[config.mk]
export PLATFORM = sky130hd
export DESIGN_NAME = frl_bank_flat
export DESIGN_NICKNAME = d
export VERILOG_FILES = /design/src/hdl/frl_pkg.sv /design/src/hdl/frl_link_if.sv /design/src/hdl/frl_bank.sv /design/src/flat_wrapper.sv
export SDC_FILE = /design/constraint.sdc
export NUM_CORES = 1
export LEC_CHECK = 0
export ABC_AREA = 1
export BUFFER_PORTS_ARGS = -buffer_cell sky130_fd_sc_hd__clkbuf_2
export CAP_MARGIN = 25
export CORE_ASPECT_RATIO = 1.25
export CORE_MARGIN = 2
export CORE_UTILIZATION = 51
export DETAILED_ROUTE_END_ITERATION = 10
export GPL_TIMING_DRIVEN = 0
export PLACE_DENSITY = 0.77
export SYNTH_ARGS = -nofsm -noshare
export SYNTH_HDL_FRONTEND = slang
export SYNTH_SLANG_ARGS = --single-unit
[constraint.sdc]
create_clock -name clk_i -period 3.3 [get_ports clk_i]
set_input_delay 0.495 -clock clk_i [delete_from_list [all_inputs] [get_ports clk_i]]
set_output_delay 0.495 -clock clk_i [all_outputs]
set_load 0.005 [all_outputs]
[src/hdl/frl_pkg.sv]
// Package: command codes, field layout, reset values and limit ranges
// for the fault response and limit register bank and its host.
// Assumes both ends share one clock and a synchronous active high reset.
// What this block does
// - Output overvoltage reaction code fixed at 10.
// - Restart policy accepts only 000 or 111.
// - Shutdown wait always zero, no delay.
// - Output overvoltage byte resets 0xb8, bits 5:3 writable.
// - Output overcurrent reaction code fixed at 11.
// - Output overcurrent byte resets 0xf8, bits 5:3 writable.
// - Overheat reaction 10, resets 0xb8, bits 5:3 writable.
// - Input overvoltage disables output, byte 0xc0 read-only.
// - Restart after input overvoltage clears.
// - Overcurrent trip 20..60 A, above alert.
// - Overcurrent alert 10..40 A, below trip.
// - Overheat trip 25..140 C, above alert.
// - Overheat alert 25..125 C, below trip.
// - Input overvoltage trip 48..90 V.
// - Output ok levels 8.1..13.2 V, gap 1.6 V.
// - Turn-on wait 10..500 ms.
// - Ramp time 15..500 ms.
// - Communication faults flagged in one status byte.
package frl_pkg;
    // Command codes on the link
    localparam logic [7:0] CMD_OUT_OV_REACT = 8'h41;
    localparam logic [7:0] CMD_OC_TRIP = 8'h46;
    localparam logic [7:0] CMD_OC_REACT = 8'h47;
    localparam logic [7:0] CMD_OC_ALERT = 8'h4a;
    localparam logic [7:0] CMD_OT_TRIP = 8'h4f;
    localparam logic [7:0] CMD_OT_REACT = 8'h50;
    localparam logic [7:0] CMD_OT_ALERT = 8'h51;
    localparam logic [7:0] CMD_IN_OV_TRIP = 8'h55;
    localparam logic [7:0] CMD_IN_OV_REACT = 8'h56;
    localparam logic [7:0] CMD_OK_ASSERT = 8'h5e;
    localparam logic [7:0] CMD_OK_DEASSERT = 8'h5f;
    localparam logic [7:0] CMD_TURN_ON_WAIT = 8'h60;
    localparam logic [7:0] CMD_RAMP_TIME = 8'h61;
    localparam logic [7:0] CMD_COMM_STATUS = 8'h7e;
    // Reaction byte layout
    localparam int POLICY_LSB = 3;
    localparam logic [2:0] POLICY_NEVER = 3'h0;
    localparam logic [2:0] POLICY_ALWAYS = 3'h7;
    localparam logic [7:0] OUT_OV_REACT_RST = 8'hb8;
    localparam logic [7:0] OC_REACT_RST = 8'hf8;
    localparam logic [7:0] OT_REACT_RST = 8'hb8;
    localparam logic [7:0] IN_OV_REACT_RST = 8'hc0;
    // Communication status bits
    localparam int COMM_BAD_CMD = 7;
    localparam int COMM_BAD_DATA = 6;
    // Limits in A, deg C, V, 10 mV and ms
    localparam logic [15:0] OC_TRIP_MIN = 16'h0014;
    localparam logic [15:0] OC_TRIP_MAX = 16'h003c;
    localparam logic [15:0] OC_ALERT_MIN = 16'h000a;
    localparam logic [15:0] OC_ALERT_MAX = 16'h0028;
    localparam logic [15:0] OT_TRIP_MIN = 16'h0019;
    localparam logic [15:0] OT_TRIP_MAX = 16'h008c;
    localparam logic [15:0] OT_ALERT_MIN = 16'h0019;
    localparam logic [15:0] OT_ALERT_MAX = 16'h007d;
    localparam logic [15:0] IN_OV_MIN = 16'h0030;
    localparam logic [15:0] IN_OV_MAX = 16'h005a;
    localparam logic [15:0] OK_MIN = 16'h032a;
    localparam logic [15:0] OK_MAX = 16'h0528;
    localparam logic [15:0] OK_GAP = 16'h00a0;
    localparam logic [15:0] TON_WAIT_MIN = 16'h000a;
    localparam logic [15:0] TON_RAMP_MIN = 16'h000f;
    localparam logic [15:0] TON_MAX = 16'h01f4;
    // Reset values of limits
    localparam logic [15:0] OC_TRIP_RST = 16'h0032;
    localparam logic [15:0] OC_ALERT_RST = 16'h0028;
    localparam logic [15:0] OT_TRIP_RST = 16'h007d;
    localparam logic [15:0] OT_ALERT_RST = 16'h006e;
    localparam logic [15:0] IN_OV_RST = 16'h004b;
    localparam logic [15:0] OK_ASSERT_RST = 16'h044c;
    localparam logic [15:0] OK_DEASSERT_RST = 16'h03ac;
    localparam logic [15:0] TON_WAIT_RST = 16'h000a;
    localparam logic [15:0] TON_RAMP_RST = 16'h000f;
    // Host Wishbone register offsets and control bits
    localparam logic [3:0] HR_CTRL = 4'h0;
    localparam logic [3:0] HR_CODE = 4'h4;
    localparam logic [3:0] HR_WDATA = 4'h8;
    localparam logic [3:0] HR_RDATA = 4'hc;
    localparam int CTRL_GO = 0;
    localparam int CTRL_WE = 1;
    localparam int STAT_BUSY = 0;
    localparam int STAT_DONE = 1;
    // Host sequencer states
    typedef enum logic [0:0] {
        FRL_H_IDLE = 1'b0,
        FRL_H_REQ = 1'b1
    } frl_hstate_t;
endpackage

[src/hdl/frl_link_if.sv]
// Interface: command link between the host controller and the register bank.
// Assumes one clock; the bench joins both ends through it.
interface frl_link_if;
    logic req;
    logic we;
    logic [7:0] code;
    logic [15:0] wdata;
    logic ack;
    logic [15:0] rdata;
    // Register bank end
    modport dev (input req, input we, input code, input wdata, output ack, output rdata);
    // Host controller end
    modport host (output req, output we, output code, output wdata, input ack, input rdata);
endinterface

[src/hdl/frl_bank.sv]
// Register bank end: fault reactions, limits with range checks, and
// output shutdown and restart. Fault inputs come from converter logic
// on the same clock, so they are not synchronised.
//
// Decided for this implementation: the Wishbone interface to the registers.
module frl_bank (
    // Clock and reset
    input wire logic clk_i,
    input wire logic rst_i,
    // Link to host
    frl_link_if.dev link,
    // Converter side
    input wire logic on_cmd_i,
    input wire logic out_ov_i,
    input wire logic oc_i,
    input wire logic ot_i,
    input wire logic in_ov_i,
    output logic out_en_o,
    output logic [15:0] oc_trip_o,
    output logic [15:0] oc_alert_o,
    output logic [15:0] ot_trip_o,
    output logic [15:0] ot_alert_o,
    output logic [15:0] in_ov_trip_o,
    output logic [15:0] ok_assert_o,
    output logic [15:0] ok_deassert_o,
    output logic [15:0] turn_on_wait_o,
    output logic [15:0] ramp_time_o
);
    logic [2:0] ov_pol_q, oc_pol_q, ot_pol_q;
    logic [15:0] oc_trip_q, oc_alert_q, ot_trip_q, ot_alert_q, in_ov_q;
    logic [15:0] ok_on_q, ok_off_q, ton_wait_q, ton_ramp_q;
    logic [7:0] comm_q, comm_d;
    logic latch_q, latch_d;
    logic out_en_q;
    logic ack_q;
    logic [15:0] rdata_q;
    logic [15:0] rd_mux;

    // Request decode
    wire take = link.req & ~ack_q;
    wire wr = take & link.we;
    wire [15:0] wd = link.wdata;
    wire [2:0] new_pol = wd[frl_pkg::POLICY_LSB +: 3];
    wire pol_ok = (new_pol == frl_pkg::POLICY_NEVER) | (new_pol == frl_pkg::POLICY_ALWAYS);
    wire [2:0] no_wait = 3'h0;
    wire [7:0] ov_byte = {frl_pkg::OUT_OV_REACT_RST[7:6], ov_pol_q, no_wait};
    wire [7:0] oc_byte = {frl_pkg::OC_REACT_RST[7:6], oc_pol_q, no_wait};
    wire [7:0] ot_byte = {frl_pkg::OT_REACT_RST[7:6], ot_pol_q, no_wait};

    // Range and cross checks on write data
    // trip range
    wire ok_oc_trip = wd >= frl_pkg::OC_TRIP_MIN && wd <= frl_pkg::OC_TRIP_MAX
        && wd > oc_alert_q;
    wire ok_oc_alert = wd >= frl_pkg::OC_ALERT_MIN && wd <= frl_pkg::OC_ALERT_MAX
        && wd < oc_trip_q;
    wire ok_ot_trip = wd >= frl_pkg::OT_TRIP_MIN && wd <= frl_pkg::OT_TRIP_MAX
        && wd > ot_alert_q;
    wire ok_ot_alert = wd >= frl_pkg::OT_ALERT_MIN && wd <= frl_pkg::OT_ALERT_MAX
        && wd < ot_trip_q;
    wire ok_in_ov = wd >= frl_pkg::IN_OV_MIN && wd <= frl_pkg::IN_OV_MAX;
    wire ok_on = wd >= frl_pkg::OK_MIN && wd <= frl_pkg::OK_MAX
        && wd >= ok_off_q + frl_pkg::OK_GAP;
    wire ok_off = wd >= frl_pkg::OK_MIN && wd <= frl_pkg::OK_MAX
        && wd + frl_pkg::OK_GAP <= ok_on_q;
    wire ok_wait = wd >= frl_pkg::TON_WAIT_MIN && wd <= frl_pkg::TON_MAX;
    wire ok_ramp = wd >= frl_pkg::TON_RAMP_MIN && wd <= frl_pkg::TON_MAX;

    // Per-command code decodes
    wire is_ov_r = link.code == frl_pkg::CMD_OUT_OV_REACT;
    wire is_oc_t = link.code == frl_pkg::CMD_OC_TRIP;
    wire is_oc_r = link.code == frl_pkg::CMD_OC_REACT;
    wire is_oc_a = link.code == frl_pkg::CMD_OC_ALERT;
    wire is_ot_t = link.code == frl_pkg::CMD_OT_TRIP;
    wire is_ot_r = link.code == frl_pkg::CMD_OT_REACT;
    wire is_ot_a = link.code == frl_pkg::CMD_OT_ALERT;
    wire is_in_t = link.code == frl_pkg::CMD_IN_OV_TRIP;
    wire is_in_r = link.code == frl_pkg::CMD_IN_OV_REACT;
    wire is_on = link.code == frl_pkg::CMD_OK_ASSERT;
    wire is_off = link.code == frl_pkg::CMD_OK_DEASSERT;
    wire is_wait = link.code == frl_pkg::CMD_TURN_ON_WAIT;
    wire is_ramp = link.code == frl_pkg::CMD_RAMP_TIME;
    wire is_comm = link.code == frl_pkg::CMD_COMM_STATUS;
    wire known = is_ov_r | is_oc_t | is_oc_r | is_oc_a | is_ot_t | is_ot_r | is_ot_a
        | is_in_t | is_in_r | is_on | is_off | is_wait | is_ramp | is_comm;
    wire is_react = is_ov_r | is_oc_r | is_ot_r;
    // value accepted only when its check passes
    wire good = is_react ? pol_ok : is_oc_t ? ok_oc_trip : is_oc_a ? ok_oc_alert
        : is_ot_t ? ok_ot_trip : is_ot_a ? ok_ot_alert : is_in_t ? ok_in_ov
        : is_on ? ok_on : is_off ? ok_off : is_wait ? ok_wait : is_ramp ? ok_ramp : 1'b1;
    wire commit = wr & known & good;
    wire bad_data = wr & known & ~good;
    wire bad_cmd = take & ~known;

    // Read data selection
    assign rd_mux = is_ov_r ? {8'h00, ov_byte} : is_oc_r ? {8'h00, oc_byte}
        : is_ot_r ? {8'h00, ot_byte} : is_in_r ? {8'h00, frl_pkg::IN_OV_REACT_RST}
        : is_oc_t ? oc_trip_q : is_oc_a ? oc_alert_q : is_ot_t ? ot_trip_q
        : is_ot_a ? ot_alert_q : is_in_t ? in_ov_q : is_on ? ok_on_q
        : is_off ? ok_off_q : is_wait ? ton_wait_q : is_ramp ? ton_ramp_q
        : is_comm ? {8'h00, comm_q} : 16'h0000;

    // Communication status: flags set by faults win over a clearing write
    always_comb begin
        comm_d = comm_q;
        if (wr && is_comm) begin
            comm_d = comm_q & ~wd[7:0];
        end
        if (bad_cmd) begin
            comm_d[frl_pkg::COMM_BAD_CMD] = 1'b1;
        end
        if (bad_data) begin
            comm_d[frl_pkg::COMM_BAD_DATA] = 1'b1;
        end
    end

    // Link answer, one cycle after the request is taken
    always_ff @(posedge clk_i) begin
        if (rst_i) begin
            ack_q <= 1'b0;
            rdata_q <= 16'h0000;
            comm_q <= 8'h00;
        end else begin
            ack_q <= take;
            comm_q <= comm_d;
            if (take) begin
                rdata_q <= link.we ? 16'h0000 : rd_mux;
            end
        end
    end

    // Reaction policies; only bits 5:3 are stored
    always_ff @(posedge clk_i) begin
        if (rst_i) begin
            ov_pol_q <= frl_pkg::OUT_OV_REACT_RST[5:3];
            oc_pol_q <= frl_pkg::OC_REACT_RST[5:3];
            ot_pol_q <= frl_pkg::OT_REACT_RST[5:3];
        end else if (commit) begin
            if (is_ov_r) ov_pol_q <= new_pol;
            if (is_oc_r) oc_pol_q <= new_pol;
            if (is_ot_r) ot_pol_q <= new_pol;
        end
    end

    // Limit values
    always_ff @(posedge clk_i) begin
        if (rst_i) begin
            oc_trip_q <= frl_pkg::OC_TRIP_RST;
            oc_alert_q <= frl_pkg::OC_ALERT_RST;
            ot_trip_q <= frl_pkg::OT_TRIP_RST;
            ot_alert_q <= frl_pkg::OT_ALERT_RST;
            in_ov_q <= frl_pkg::IN_OV_RST;
            ok_on_q <= frl_pkg::OK_ASSERT_RST;
            ok_off_q <= frl_pkg::OK_DEASSERT_RST;
            ton_wait_q <= frl_pkg::TON_WAIT_RST;
            ton_ramp_q <= frl_pkg::TON_RAMP_RST;
        end else if (commit) begin
            if (is_oc_t) oc_trip_q <= wd;
            if (is_oc_a) oc_alert_q <= wd;
            if (is_ot_t) ot_trip_q <= wd;
            if (is_ot_a) ot_alert_q <= wd;
            if (is_in_t) in_ov_q <= wd;
            if (is_on) ok_on_q <= wd;
            if (is_off) ok_off_q <= wd;
            if (is_wait) ton_wait_q <= wd;
            if (is_ramp) ton_ramp_q <= wd;
        end
    end

    // Shutdown latch: an output overvoltage, overcurrent or overheat fault with policy 000 stays off until commanded off
    wire latch_set = (out_ov_i & (ov_pol_q == frl_pkg::POLICY_NEVER))
        | (oc_i & (oc_pol_q == frl_pkg::POLICY_NEVER))
        | (ot_i & (ot_pol_q == frl_pkg::POLICY_NEVER));
    always_comb begin
        latch_d = latch_q;
        if (!on_cmd_i) begin
            latch_d = 1'b0;
        end
        if (latch_set) begin
            latch_d = 1'b1;
        end
    end

    // Output enable: any fault drops it at once, policy 111 restarts when clear
    always_ff @(posedge clk_i) begin
        if (rst_i) begin
            latch_q <= 1'b0;
            out_en_q <= 1'b0;
        end else begin
            latch_q <= latch_d;
            out_en_q <= on_cmd_i & ~latch_d & ~out_ov_i & ~oc_i & ~ot_i & ~in_ov_i;
        end
    end

    // Outputs
    assign link.ack = ack_q;
    assign link.rdata = rdata_q;
    assign out_en_o = out_en_q;
    assign oc_trip_o = oc_trip_q;
    assign oc_alert_o = oc_alert_q;
    assign ot_trip_o = ot_trip_q;
    assign ot_alert_o = ot_alert_q;
    assign in_ov_trip_o = in_ov_q;
    assign ok_assert_o = ok_on_q;
    assign ok_deassert_o = ok_off_q;
    assign turn_on_wait_o = ton_wait_q;
    assign ramp_time_o = ton_ramp_q;
endmodule // frl_bank

[src/flat_wrapper.sv]
// flat-port wrapper written by rule: the top's interface ports become plain ports
module frl_bank_flat 
  (clk_i, rst_i, on_cmd_i, out_ov_i, oc_i, ot_i, in_ov_i, out_en_o, oc_trip_o, oc_alert_o, ot_trip_o, ot_alert_o, in_ov_trip_o, ok_assert_o, ok_deassert_o, turn_on_wait_o, ramp_time_o, link_req, link_we, link_code, link_wdata, link_ack, link_rdata);
  frl_link_if link_i ();
  input wire logic clk_i;
  input wire logic rst_i;
  input wire logic on_cmd_i;
  input wire logic out_ov_i;
  input wire logic oc_i;
  input wire logic ot_i;
  input wire logic in_ov_i;
  output logic out_en_o;
  output logic [15:0] oc_trip_o;
  output logic [15:0] oc_alert_o;
  output logic [15:0] ot_trip_o;
  output logic [15:0] ot_alert_o;
  output logic [15:0] in_ov_trip_o;
  output logic [15:0] ok_assert_o;
  output logic [15:0] ok_deassert_o;
  output logic [15:0] turn_on_wait_o;
  output logic [15:0] ramp_time_o;
  input wire logic [$bits(link_i.req)-1:0] link_req;
  input wire logic [$bits(link_i.we)-1:0] link_we;
  input wire logic [$bits(link_i.code)-1:0] link_code;
  input wire logic [$bits(link_i.wdata)-1:0] link_wdata;
  output wire logic [$bits(link_i.ack)-1:0] link_ack;
  output wire logic [$bits(link_i.rdata)-1:0] link_rdata;
  assign link_i.req = link_req;
  assign link_i.we = link_we;
  assign link_i.code = link_code;
  assign link_i.wdata = link_wdata;
  assign link_ack = link_i.ack;
  assign link_rdata = link_i.rdata;
  frl_bank u_core (.clk_i(clk_i), .rst_i(rst_i), .link(link_i), .on_cmd_i(on_cmd_i), .out_ov_i(out_ov_i), .oc_i(oc_i), .ot_i(ot_i), .in_ov_i(in_ov_i), .out_en_o(out_en_o), .oc_trip_o(oc_trip_o), .oc_alert_o(oc_alert_o), .ot_trip_o(ot_trip_o), .ot_alert_o(ot_alert_o), .in_ov_trip_o(in_ov_trip_o), .ok_assert_o(ok_assert_o), .ok_deassert_o(ok_deassert_o), .turn_on_wait_o(turn_on_wait_o), .ramp_time_o(ramp_time_o));
endmodule
# After elaboration in Yosys (flattened, before gate mapping)
# Cells that the tools add are included.
# op_classes
n_addsub	2
magnitude_cmp	19
n_eq_ne	15
muxes	30
bitwise	42
reduce_logical	33
# ops
cell	count
$mux W16	14
$eq A8 B7 Y1 const B	14
$add A16 B8 Y16 const B	2
$ge A16 B4 Y1 const B	2
$ge A16 B5 Y1 const B	2
$gt A16 B16 Y1	2
$le A16 B6 Y1 const B	2
$le A16 B7 Y1 const B	2
$lt A16 B16 Y1	2
$reduce_and A2 Y1	12
$or A1 B1 Y1	18
$ge A16 B10 Y1 const B	1
$ge A16 B16 Y1	1
$ge A16 B6 Y1 const B	1
$le A16 B11 Y1 const B	1
$le A16 B16 Y1	1
$le A16 B8 Y1 const B	1
$le A16 B9 Y1 const B	1
$mux W8	2
$logic_and A1 B1 Y1	15
$and A1 B1 Y1	14
$mux W1	14
$logic_not A3 Y1	4
$and A8 B8 Y8	1
4 further kinds	12
# totals
register_bits	180
inputBits	33
out_inout_bits	162
elab_cells	160

# Longest topological paths before layout
# Gate-level depths: netlist of the first run.
# logic_depth
word_depth	17
depth_mapped	26
depth_no_buf	25

# Least setup slack after synthesis of the first run
# OpenSTA, ideal clock, no wires.
# synth_path
path_kind	in2reg
start	input port link_wdata[7]
end	register u_core.in_ov_q[10], in the netlist u_core.in_ov_trip_o[10]
setup_time_ps	128
arrival_time_ps	3274
required_time_ps	3172
setup_slack_ps	-102
stages	24
path_buffers	2
path_cell_list	clkbuf_1 > nor2_1 > nor3_1 > inv_1 > nor2_1 > nand4_1 > xor2_1 > ha_1 > nand2_1 > nor3_1 > nand3_1 > nand2_1 > nand2_1 > nand2_1 > nand3_1 > nand2_1 > nand4_1 > nor2_2 > nand2_1 > nor2_1 > buf_2 > nand2_2 > nand2_1 > nor2_1
# synth_between
elab_chain_len	14
elab_cells_between_ends	46
classes_between	1 x add/sub; 19 x order compare; 10 x mux; 1 x bitwise; 15 x reduce/logical
# synth_rtl
item	line	source
start: declaration	flat_wrapper.sv:25	input wire logic [$bits(link_i.wdata)-1:0] link_wdata;
branches (longest 10 deep; another with $add A16 B8 Y16)	-	
$mux W1 * (2 in series)	frl_bank.sv:87	wire good = is_react ? pol_ok : is_oc_t ? ok_oc_trip : is_oc_a ? ok_oc_alert
$and A1 B1 Y1 *	frl_bank.sv:90	wire commit = wr & known & good;
$reduce_and A2 Y1 (no source line) *	-	
end signal: assignment	frl_bank.sv:151	in_ov_q <= frl_pkg::IN_OV_RST;
end signal: assignment	frl_bank.sv:161	if (is_in_t) in_ov_q <= wd;
end: declaration	frl_bank.sv:30	logic [15:0] oc_trip_q, oc_alert_q, ot_trip_q, ot_alert_q, in_ov_q;
# Every way passes the cells marked *.
# A chain may end at the register's enable or synchronous reset.

# Final worst setup path of the first run
# layout_path
start	register u_core.ok_off_q[6], in the netlist u_core.ok_deassert_o[6]
end	register u_core.ot_alert_q[3], in the netlist u_core.ot_alert_o[3]
# layout_between
elab_chain_len	12
# layout_rtl
item	line	source
start: declaration	frl_bank.sv:31	logic [15:0] ok_on_q, ok_off_q, ton_wait_q, ton_ramp_q;
start signal: assignment	frl_bank.sv:153	ok_off_q <= frl_pkg::OK_DEASSERT_RST;
start signal: assignment	frl_bank.sv:163	if (is_off) ok_off_q <= wd;
$add A16 B8 Y16	frl_bank.sv:62	&& wd >= ok_off_q + frl_pkg::OK_GAP;
$ge A16 B16 Y1	frl_bank.sv:62	
$logic_and A1 B1 Y1	frl_bank.sv:62	
$mux W1	frl_bank.sv:89	: is_on ? ok_on : is_off ? ok_off : is_wait ? ok_wait : is_ramp ? ok_ramp : 1'b1;
$mux W1 (3 in series)	frl_bank.sv:88	: is_ot_t ? ok_ot_trip : is_ot_a ? ok_ot_alert : is_in_t ? ok_in_ov
$mux W1 (3 in series)	frl_bank.sv:87	
$and A1 B1 Y1	frl_bank.sv:90	
$reduce_and A2 Y1 (no source line)	-	
end signal: assignment	frl_bank.sv:150	ot_alert_q <= frl_pkg::OT_ALERT_RST;
end signal: assignment	frl_bank.sv:160	if (is_ot_a) ot_alert_q <= wd;
end: declaration	frl_bank.sv:30	
# Every way passes these cells.

==> results of run 1 <==
-- metal layers --
| layer | track usage [%] | vias up |
|---|---|---|
| met5 | 0 | - |
| met4 | 25.90 | 0 |
| met3 | 7.671 | 252 |
| met2 | 62.47 | 917 |
| met1 | 44.50 | 5930 |
| li1 | - | 5788 |
-- flip-flops by register name (all words and copies together), names as in the netlist --
| signal | count |
|---|---|
| u_core.ramp_time_o | 16 |
| u_core.link.ack | 1 |
| u_core.in_ov_trip_o | 16 |
| u_core.ok_assert_o | 16 |
| u_core.link.rdata | 16 |
| u_core.out_en_o | 1 |
| u_core.ot_alert_o | 16 |
| u_core.ot_trip_o | 16 |
| u_core.latch_q | 1 |
| u_core.ok_deassert_o | 16 |
| u_core.ot_pol_q | 3 |
| u_core.turn_on_wait_o | 16 |
| u_core.oc_pol_q | 3 |
| u_core.oc_alert_o | 16 |
| u_core.ov_pol_q | 3 |
| u_core.oc_trip_o | 16 |
| u_core.comm_q | 8 |
-- area by class of cell --
class | instances | area share, %
plain buffers | 62 | 3.359
clock buffers | 17 | 2.891
clock inverters | 15 | 1.403
inverters | 218 | 5.586
multi-input cells | 1137 | 48.58
flip-flops and latches | 180 | 24.59
well taps | 274 | 2.330
repair buffers | 252 | 11.27
-- cells in the final DEF (no fill, tap or decap), types with 12 or more instances in the layout --
master / instances
buf_8: 18
nor2_1: 147
inv_1: 208
nor2_2: 24
a21oi_1: 83
nand3_1: 96
nand2_1: 316
buf_4: 24
o21ai_0: 43
a21oi_2: 47
nand2_2: 58
nor3_1: 16
xor2_1: 12
dfxtp_1: 174
o211ai_1: 22
clkbuf_16: 20
ha_1: 95
clkbuf_1: 34
clkbuf_2: 189
nand3_2: 34
nand4_1: 30
buf_6: 36
-- worst max path at each step --
stage	from	to	slack (ps)	depth (start not counted)
4_1_cts	u_core.ok_deassert_o[6]	u_core.in_ov_trip_o[10]	-280	27
2_1_floorplan	link_wdata[8]	u_core.ok_deassert_o[5]	4	23
6_report	u_core.ok_deassert_o[6]	u_core.ot_alert_o[3]	-400	27
3_5_place_dp	link_wdata[6]	u_core.in_ov_trip_o[10]	-1780	25
5_1_grt	u_core.ok_deassert_o[5]	u_core.ot_alert_o[3]	-490	27
3_3_place_gp	link_wdata[6]	u_core.in_ov_trip_o[10]	-1760	25
-- critical path: stages (launching register included) --
cell	delay, ps
dfxtp_4	370
ha_4	140
o21ai_4	70
nor3_4	150
nand2_2	80
nor3_2	120
xor2_1	230
inv_1	110
ha_4	280
nand2_2	50
inv_2	70
nand3_4	90
nor2_4	140
nand3_2	70
nand3_2	70
nand2_1	40
nand2_1	60
nand3_2	70
nand2_2	70
nand4_1	150
nor2_4	250
buf_12	150
nand2_8	50
nor2_4	190
buf_8	180
buf_6	140
nand3_1	90
nand3_1	130
-- report_power, final --
part,switching [W],leakage [nW],total [W],internal [W]
logic,0.000352,5.16,0.000510,0.000158
clock network,0.00110,0.303,0.00221,0.00111
registers,0.00000186,1.45,0.00217,0.00217
-- synthesized netlist by cell type (all sizes together) (2+ instances only) --
cell type	count	area, sq um
o21ai	46	230.2
clkbuf	42	158.9
xor2	13	113.9
xnor2	2	17.52
o41ai	2	17.52
inv	218	818.3
o22ai	10	62.56
a21o	2	15.01
nor4	2	12.51
nand3b	4	30.03
ha	99	1239
o221ai	4	35.03
nand2	391	1473
a21oi	130	650.6
nand4	34	255.2
o31ai	2	15.01
nor3	26	167.7
a211oi	8	60.06
nor2	181	709.4
a221oi	3	26.28
dfxtp	180	3603
o2111ai	6	52.55
buf	20	106.4
a21boi	4	30.03
o211ai	22	165.2
nand3	136	685.7
-- kinds of logic after synthesis --
| kind of cell | after synthesis |
|---|---|
| simple gates | 776 |
| buf+inv | 280 |
| fa+ha+maj | 99 |
| compound gates | 245 |
| flops | 180 |
| xor+xnor | 15 |
-- through the flow --
| step | hold slack, ps | utilization, % | power, W | TNS [ps] |
|---|---|---|---|---|
| detailed placement | 432.4 | 58.48 | 0.002637 | -236930 |
| global placement | 429.8 | 58.48 | 0.002628 | -237230 |
| finish | 193.4 | 70.69 | 0.004893 | -42440 |
| global route | 196.7 | 70.69 | 0.005007 | -58110 |
| floorplan | 417.4 | - | 0.002471 | 0 |
| CTS | 189.3 | 67.79 | 0.004830 | -28490 |
-- what timing repair did --
| action | CTS | global route |
|---|---|---|
| hold buffers | 0 | 0 |
| hold endpoints to repair | 0 | 0 |
| setup endpoints to repair | 154 | 154 |
| pin swaps | 45 | 65 |
| buffers inserted | 36 | 11 |
| gates resized for setup | 234 | 144 |
| gates cloned | 15 | 1 |
==> summary.md, run 1 <==
| Metric | Value |
|---|---|
| Fillers | `1701` |
| R2R Setup Slk | `-400 ps` |
| WS Path Type | `register to register` |
| Iter 0 DRT Violations | `1662` |
| Met2 routed WL | `20.72 mm` |
| Clock Path Buffers | `2` |
| Clock Root Buffer | `clkbuf_16` |
| HP Start | `in_ov_i` |
| Total gr overflow | `0` |
| XOR/XNOR share of the synthesized area | `1.215%` |
| Detailed-router iteration count before antenna repair | `6` |
| First-pass GRT wire length | `65.66 mm` |
| Mux contribution to synthesized area | `0%` |
| I/O Buffers | `194` |
| Vias | `12890` |
| Hold endpoint | `u_core.out_en_o` |
| Initial antenna violation count | `0` |
| Crit path DAT | `4090 ps` |
| CTS Buf Count | `17` |
| Post-Layout Cell Count | `2155` |
| Main synth FF type | `dfxtp_1` |
| Failing checks | `negative setup slack` |
| FF+latch count, synth | `180` |
| Nets | `2000` |
| Status | `finished with violations` |
| WP data required | `3680 ps` |
| Largest family of logic cells by synthesized area | `simple AND/OR/NAND/NOR gates` |
| Drt total wl | `45.01 mm` |
| Hold path cells | `2` |
| Synth Area in Adders | `11.45%` |
| Hold Vio Cnt, Final | `0` |
| Routability cong. | `1.022` |
| Met3 WL | `4.480 mm` |
| Max Used Layer | `met4` |
| Max Fanout on Critical Path | `7` |
| Final Instance Area | `0.01472 sq mm` |
| RSZ-0062 raised after global routing | `true` |
| Vias in the first global route | `12020` |
| ANT nets after route | `0` |
| Final setup viols | `153` |
| Compound-Gate Fraction of Synth Area | `13.05%` |
| Fin. max-slew vios | `0` |
| GRT Total Usage | `38.09%` |
| Dpl cells | `2063` |
| CTS Sinks | `180` |
| Worst R2R End | `u_core.ot_alert_o[3]` |
| Worst-path clk slew | `80 ps` |
| FF-to-FF Start | `u_core.ok_deassert_o[6]` |
| Layout Skew | `13.31 ps` |
| Die Area | `0.02239 sq mm` |
| Hold Crit Class | `input pin to register` |
| Post-Syn Area | `0.01082 sq mm` |
| Yosys warns | `0` |
| Max-cap violation count | `0` |
| DR WL/cell | `20.89 microns` |
| Maximum vdd ir drop | `0.3707 mV` |
| Final HPWL from detailed placement | `31.04 mm` |
| Die Height | `166.8 microns` |
| Sequential Area | `0.003618 sq mm` |
| Mapped Cells | `1595` |
| CP Launch Type | `register` |
| Slew margin rel. | `10.08%` |
| H-tree levels | `4` |
| Register area share after synthesis | `33.32%` |
| Fin crit period | `3703 ps` |
| Multi-input gate area | `0.007148 sq mm` |
| Final worst slack | `-402.7 ps` |
| Peak Freq | `0.2701 GHz` |
| Initial Utilization | `51.95%` |
| Met1 wire length | `16.17 mm` |
| Syn_nets | `1727` |
| Worst setup EP type | `register` |
| Leakage power | `6.917 nW` |
| R2R depth | `27` |
| Post-Synth Simple-Gate Area | `30.95%` |
| Worst slew pin tran | `1349 ps` |
| I/O pin cnt | `195` |
| Core area | `0.02082 sq mm` |
| TritonCTS clock tree | `built` |
| Pre-CTS setup slack | `-1779 ps` |
| Clk Latency, worst-skew pair | `460 ps` |
| EDFF count, synth | `0` |
| Fraction of registers with async set/reset | `0%` |
| PwrDens | `332.5 mW/mm^2` |
| Syn_area_per_cell | `6.781 sq um` |
| Layout cells sized above 1 | `28.92%` |
| Placed Area | `0.01217 sq mm` |
| Final period utilization | `112.2%` |
| Cell variety after synth | `48` |
| # rows | `59` |
| DR vias/cell | `5.980` |
| Largest net degree at the start of global routing | `21` |
| Antenna Cells | `0` |
| Layout Area Growth over Synthesis | `36.06%` |
| Width of the die | `134.3 microns` |
| DRC violations left | `0` |
Note: power is estimated with default switching activity, not from simulation.
==> run 2: changes to the inputs <==
- ABC_AREA: 1 -> unset
==> run 2 against run 1 <==
The run still ends with negative setup slack left; register-to-register slack improved by 250 ps; area after synthesis decreased by 4.1%; total power down 3.2%; die area down 4.0%; hold slack improved by 130 ps; clock-buffer cell count is the same.
==> summary.md, run 2 <==
| Metric | Value |
|---|---|
| HP Start | `on_cmd_i` |
| Clock Root Buffer | `clkbuf_16` |
| Fillers | `1741 (+2.4%)` |
| Commonest non-fill, non-tap cells in the layout | `clkbuf_2, dfxtp_1, ha_1, inv_1, nand2_1` |
| Mapped Cells | `1208 (-24%)` |
| Die Height | `163.4 microns (-2.0%)` |
| Net switching fraction of the power | `29.10% (-0.65 points)` |
| Vias in the first global route | `10700 (-11%)` |
| Placed Area | `0.01175 sq mm (-3.5%)` |
| Vias | `11060 (-14%)` |
| # rows | `58 (-1.7%)` |
| GRT Total Usage | `37.87% (-0.22 points)` |
| WP data required | `3640 ps (-40 ps)` |
| Sw Pwr | `0.001379 W (-5.3%)` |
| Antenna Cells | `0 (unchanged)` |
| Maximum vdd ir drop | `0.3263 mV (-12%)` |
| Fin. max-slew vios | `0 (unchanged)` |
| Max-cap violation count | `0 (unchanged)` |
| Commonest non-fill, non-tap cell in the layout | `clkbuf_2` |
| Layer carrying the most global-route usage | `met2` |
| Area contributors post-synth | `dfxtp_1, ha_1, mux2i_1, nand2_1, inv_1` |
| Main synth FF type | `dfxtp_1` |
| PwrDens | `358.9 mW/mm^2 (+7.9%)` |
| Pre-CTS setup slack | `-1393 ps (+385.8 ps)` |
| ANT nets after route | `0 (unchanged)` |
| CP Launch Type | `input pin` |
| Status | `finished with violations` |
| Yosys warns | `0 (unchanged)` |
| Iter 0 DRT Violations | `1358 (-18%)` |
| Initial Utilization | `51.77% (-0.19 points)` |
| Post-Syn Area | `0.01037 sq mm (-4.1%)` |
| Hold Vio Cnt, Final | `0 (unchanged)` |
| Worst setup EP type | `register` |
| Met2 Resource Use GR | `61.07% (-1.4 points)` |
| FF-to-FF Start | `u_core.ok_deassert_o[5]` |
| Peak Freq | `0.2868 GHz (+6.2%)` |
| Core area | `0.02003 sq mm (-3.8%)` |
| Final HPWL from detailed placement | `30.66 mm (-1.2%)` |
| TritonCTS clock tree | `built` |
| H-tree levels | `4 (unchanged)` |
| Met3 demand-to-capacity share in global routing | `7.449% (-0.22 points)` |
| Cell variety after synth | `76 (+58%)` |
| CTS Sinks | `180 (unchanged)` |
| Top cell type's share of synthesized area | `34.75% (+1.4 points)` |
| Fraction of registers with async set/reset | `0% (unchanged)` |
| Register area share after synthesis | `34.75% (+1.4 points)` |
| CTS Buf Count | `17 (unchanged)` |
| Layout Area Growth over Synthesis | `27.36%` |
| Initial antenna violation count | `0 (unchanged)` |
| Syn_area_per_cell | `8.583 sq um (+27%)` |
| DRC violations left | `0 (unchanged)` |
| Detailed-router iteration count before antenna repair | `6 (unchanged)` |
| FF+latch count, synth | `180 (unchanged)` |
| Hold Crit Class | `input pin to register` |
| Syn_nets | `1340 (-22%)` |
| Met1 Resource Use GR | `45.04% (+0.54 points)` |
| Width of the die | `131.5 microns (-2.0%)` |
| Worst slew pin tran | `1063 ps (-285.8 ps)` |
| First-pass GRT wire length | `61.87 mm (-5.8%)` |
| Worst-path clk slew | `80 ps (about the same)` |
| Crit. Startpoint | `link_wdata[7]` |
| Nets | `1583 (-21%)` |
| Power Internal | `0.003360 W (-2.2%)` |
| RSZ-0062 raised after global routing | `true` |
| Synth area leader | `dfxtp_1` |
| Slew margin rel. | `28.58% (+19 points)` |
| Final Instance Area | `0.01321 sq mm (-10%)` |
| DR vias/cell | `6.381 (+6.7%)` |
| Fin crit period | `3487 ps (-216.2 ps)` |
| Largest net degree at the start of global routing | `20 (-4.8%)` |
| Comb power frac | `10.8% (+0.4 points)` |
| EDFF count, synth | `0 (unchanged)` |
| DR WL/cell | `24.13 microns (+16%)` |
| Crit path DAT | `3830 ps (-260 ps)` |
| Leading post-synthesis cells by instance count | `dfxtp_1, ha_1, nand2_1, inv_1, nor2_1` |
| Layout cells sized above 1 | `24.66% (-4.3 points)` |
| Layout Skew | `14.14 ps (+0.8274 ps)` |
| Clock Path Buffers | `2 (unchanged)` |
| Clk Latency, worst-skew pair | `450 ps (about the same)` |
| Leakage power | `6.112 nW (-12%)` |
| Reg power frac | `45.9% (+1.5 points)` |
| Clock power share | `43.4% (-1.8 points)` |
| Max Fanout on Critical Path | `11 (+4)` |
| Final worst slack | `-186.5 ps (+216.2 ps)` |
| Total gr overflow | `0 (unchanged)` |
| I/O pin cnt | `195 (unchanged)` |
| Final setup viols | `84 (-45%)` |
| Setup TNS | `-9016 ps (+33420 ps)` |
| I/O Buffers | `191 (-1.5%)` |
| Drt total wl | `41.84 mm (-7.0%)` |
| Top-count cell post-synth | `dfxtp_1` |
| Final period utilization | `105.7% (-6.6 points)` |
| Die Area | `0.02149 sq mm (-4.0%)` |
| Routability cong. | `1.024 (+0.21%)` |
| Failing checks | `negative setup slack` |
| WS Path Type | `input pin to register` |
==> run 2: cell count changes in the layout (fill, tap and decap cells not counted), sizes merged, moves of 14 or more <==
cell	before	now
mux2i	0	72
nand4	35	15
or3	0	21
inv	224	105
and3	1	51
a21oi	130	56
nand2	392	97
a222oi	0	14
nor2	181	90
buf	86	58
nor3	26	47
nand3	136	28
==> run 2: cells by family after synthesis <==
kind of cell               share of synthesized area [%]
AOI/OAI and AO/OA                                  17.46
muxes                                              7.276
adders and majority gates                          11.95
and+or+nand+nor                                    20.03
xor gates and xnor gates                           1.689
DFF                                                34.75
buffers and inverters                              6.842
==> run 2: metal layers <==
layer | share of wire (%) | up-vias | wire length (microns)
met5 | 0 | - | 0
met1 | 37 | 5241 | 15540
li1 | - | 4888 | -
met3 | 9.6 | 213 | 4024
met4 | 8.1 | 0 | 3371
met2 | 45 | 722 | 18910
==> run 2: layout make-up <==
cell class / instances / area, sq um / area share [%]
Tap cell: 270 / 337.8 / 2.558
Multi-Input combinational cell: 858 / 6409 / 48.53
Sequential cell: 180 / 3607 / 27.32
Inverter: 97 / 371.6 / 2.814
Buffer: 65 / 384.1 / 2.909
Timing Repair Buffer: 232 / 1511 / 11.45
Clock buffer: 17 / 425.4 / 3.222
Clock inverter: 15 / 158.9 / 1.203
==> run 2: power by group through the flow <==
stage / registers (W) / clock network, W / logic (W)
6_report: 0.00217 / 0.00205 / 0.000511
5_1_grt: 0.00217 / 0.00214 / 0.000546
4_1_cts: 0.00217 / 0.00205 / 0.000474
3_5_place_dp: 0.00222 / 0 / 0.000438
3_3_place_gp: 0.00222 / 0 / 0.000431
2_1_floorplan: 0.00222 / 0 / 0.000260
==> run 2: through the flow <==
stage          std cells  total power, W  utilization, %  hold slack (ps)
6_report            1734        0.004739           65.93            320.4
4_1_cts             1723        0.004697           64.32            315.9
3_5_place_dp        1669        0.002662           58.65            425.0
2_1_floorplan       1208        0.002485               -            412.1
5_1_grt             1734        0.004858           65.93            325.9
3_3_place_gp        1669        0.002656           58.63            418.3
==> run 2: final timing paths <==
kind	to	slack (ps)	depth (start not counted)
setup reg to reg	u_core.ok_deassert_o[11]	-150	14
hold reg to reg	u_core.comm_q[1]	450	2
setup / recovery	u_core.ok_deassert_o[11]	-190	16
hold / removal	u_core.out_en_o	320	2
==> run 2: critical path: stages <==
cell	delay (ps)
clkbuf_8	140
clkbuf_8	190
a21oi_4	200
nor2_1	80
xor2_1	160
ha_1	330
nand4_1	190
nor2_1	70
a221o_1	320
o31a_1	350
nor3_2	260
a211oi_4	100
buf_6	150
or3_4	440
buf_6	170
and3_4	160
==> run 2: what timing repair did <==
action	4_1_cts	5_1_grt
pin swaps	11	16
gates resized for setup	75	58
cloned	3	1
buffers inserted	20	19
hold buffers	0	0
setup endpoints to repair	147	119
==> run 3: changes to the inputs <==
- CAP_MARGIN: 25 -> 10
- CORE_UTILIZATION: 51 -> 56
- PLACE_DENSITY: 0.77 -> 0.8
- clock period: 3.3 -> 3.5 ns (I/O delays scaled with it)
==> run 3 against run 2 <==
Largest power group unchanged; setup slack improved by 45 ps; sequential share of layout area rose by 0.88 points; clock power fell by 2%; highest routed layer unchanged; largest cell class unchanged; the flow still finishes with violations (negative setup slack).
==> summary.md, run 3 (synthesis results as in run 2) <==
| Metric | Value |
|---|---|
| Status | `finished with violations` |
| Failing checks | `negative setup slack` |
| TritonCTS clock tree | `built` |
| Iter 0 DRT Violations | `1256 (-7.5%)` |
| Commonest non-fill, non-tap cell in the layout | `clkbuf_2` |
| Placed Area | `0.01168 sq mm (-0.56%)` |
| Initial Utilization | `57.29% (+5.5 points)` |
| PwrDens | `353.7 mW/mm^2 (-1.4%)` |
| Hold Buf Count CTS | `0 (unchanged)` |
| Crit. Startpoint | `link_code[1]` |
| Max-cap violation count | `0 (unchanged)` |
| Crit path DAT | `4010 ps (+180 ps)` |
| R2R Setup Slk | `-40 ps (+110 ps)` |
| Die Height | `156.1 microns (-4.5%)` |
| Vias in the first global route | `10260 (-4.1%)` |
| Final hold slack | `350.6 ps (+30.23 ps)` |
| Core area | `0.01810 sq mm (-9.6%)` |
| H-tree levels | `4 (unchanged)` |
| DR WL/cell | `24.22 microns (+0.38%)` |
| Final period utilization | `104.0%` |
| Final Instance Area | `0.01279 sq mm (-3.1%)` |
| Hold Crit Class | `input pin to register` |
| First-pass GRT wire length | `59.03 mm (-4.6%)` |
| Clk Latency, worst-skew pair | `450 ps (about the same)` |
| Detailed-router iteration count before antenna repair | `7 (+1)` |
| Max Fanout on Critical Path | `10 (-1)` |
| Slew margin rel. | `30.20% (+1.6 points)` |
| Worst-path clk slew | `70 ps (about the same)` |
| Worst setup EP type | `register` |
| Final worst slack | `-141.4 ps (+45.16 ps)` |
| Layout cells sized above 1 | `21.70% (-3.0 points)` |
| R2R depth | `14 (unchanged)` |
| Nets | `1566 (-1.1%)` |
| DR vias/cell | `6.610 (+3.6%)` |
| # rows | `55 (-5.2%)` |
| Worst slew pin tran | `1039 ps (-24.06 ps)` |
| Total Power | `0.004525 W (-4.5%)` |
| Layout Area Growth over Synthesis | `23.40%` |
| Largest net degree at the start of global routing | `18 (-10%)` |
| Clock Path Buffers | `2 (unchanged)` |
| WP data required | `3870 ps (+230 ps)` |
| I/O Buffers | `191 (unchanged)` |
| Routability cong. | `1.001 (-2.2%)` |
| Fin crit period | `3641 ps` |
| Antenna Cells | `0 (unchanged)` |
| Leakage power | `6.007 nW (-1.7%)` |
| CTS Sinks | `180 (unchanged)` |
| Fin. max-slew vios | `0 (unchanged)` |
| Die Area | `0.01963 sq mm (-8.7%)` |
| CP Launch Type | `input pin` |
| Final HPWL from detailed placement | `29.66 mm (-3.3%)` |
| Total gr overflow | `0 (unchanged)` |
| Width of the die | `125.7 microns (-4.4%)` |
| Worst R2R End | `u_core.ok_deassert_o[1]` |
| I/O pin cnt | `195 (unchanged)` |
| Layout Skew | `10.59 ps (-3.553 ps)` |
| Peak Freq | `0.2746 GHz` |
| WS Path Type | `input pin to register` |
| DRC violations left | `0 (unchanged)` |
| Final setup viols | `75 (-11%)` |
| Maximum vdd ir drop | `0.3007 mV (-7.8%)` |
| Setup crit end | `u_core.link.rdata[5]` |
| Commonest non-fill, non-tap cells in the layout | `clkbuf_2, dfxtp_1, nand2_1, ha_1, inv_1` |
| Hold Vio Cnt, Final | `0 (unchanged)` |
| Pre-CTS setup slack | `-1227 ps (+165.9 ps)` |
| RSZ-0062 raised after global routing | `true` |
| ANT nets after route | `0 (unchanged)` |
| Drt total wl | `40.58 mm (-3.0%)` |
| FF-to-FF Start | `u_core.ok_deassert_o[6]` |
| GRT Total Usage | `39.42% (+1.6 points)` |
| Vias | `11070 (+0.063%)` |
| CTS Buf Count | `17 (unchanged)` |
| Clock Root Buffer | `clkbuf_16` |
| Initial antenna violation count | `0 (unchanged)` |
==> run 3: metal layers <==
| metal | global-route usage (%) | vias up | wire length [microns] |
|---|---|---|---|
| met1 | 49.09 | 5272 | 15720 |
| met4 | 25.24 | 0 | 2992 |
| met2 | 63.91 | 770 | 18200 |
| met3 | 5.761 | 184 | 3664 |
| met5 | 0 | - | 0 |
| li1 | - | 4845 | - |
==> run 3: metrics by stage <==
| stage | instances | utilization, % | TNS [ps] |
|---|---|---|---|
| CTS | 1666 | 69.26 | -327.5 |
| global route | 1675 | 70.69 | -6070 |
| detailed placement | 1628 | 64.54 | -123190 |
| floorplan | 1208 | - | -49.52 |
| global placement | 1627 | 64.51 | -133850 |
| finish | 1675 | 70.69 | -4227 |
==> run 3: report_power, final <==
group,total [W],internal (W),leakage (nW),switching (W)
sequential,0.00205,0.00205,1.45,0.00000142
clock,0.00201,0.00108,0.291,0.000933
combinational,0.000466,0.000153,4.26,0.000312
==> run 3: worst min-delay path by stage <==
stage	depth (start not counted)	end	start	slack, ps
finish	2	u_core.out_en_o	on_cmd_i	350
detailed placement	2	u_core.comm_q[1]	u_core.comm_q[1]	430
CTS	2	u_core.out_en_o	on_cmd_i	360
global placement	2	u_core.comm_q[1]	u_core.comm_q[1]	420
floorplan	2	u_core.comm_q[0]	u_core.comm_q[0]	410
global route	2	u_core.out_en_o	on_cmd_i	370
==> run 3: timing repair <==
| action | in CTS | in global routing |
|---|---|---|
| buffers inserted | 9 | 9 |
| pin swaps | 12 | 13 |
| endpoints found under the setup margin | 120 | 111 |
| gates resized for setup | 48 | 41 |
| gates cloned | 1 | 2 |
==> run 3: layout make-up <==
type,instances,area (sq um)
buffer,69,440.4
multi-input combinational,859,6289
timing repair buffer,210,1207
tap,228,285.3
clock buffer,18,429.2
sequential,180,3607
inverter,97,369.1
clock inverter,14,167.7
fill,1451,5304
==> run 3: worst max-delay path, cell delays in order <==
cell	delay (ps)
clkbuf_2	100
buf_6	130
or3_1	350
buf_2	190
or3_1	460
nor2_1	420
clkbuf_1	590
a21oi_1	150
nor3_1	520
o21ai_0	190
a21o_1	220
a21oi_1	140
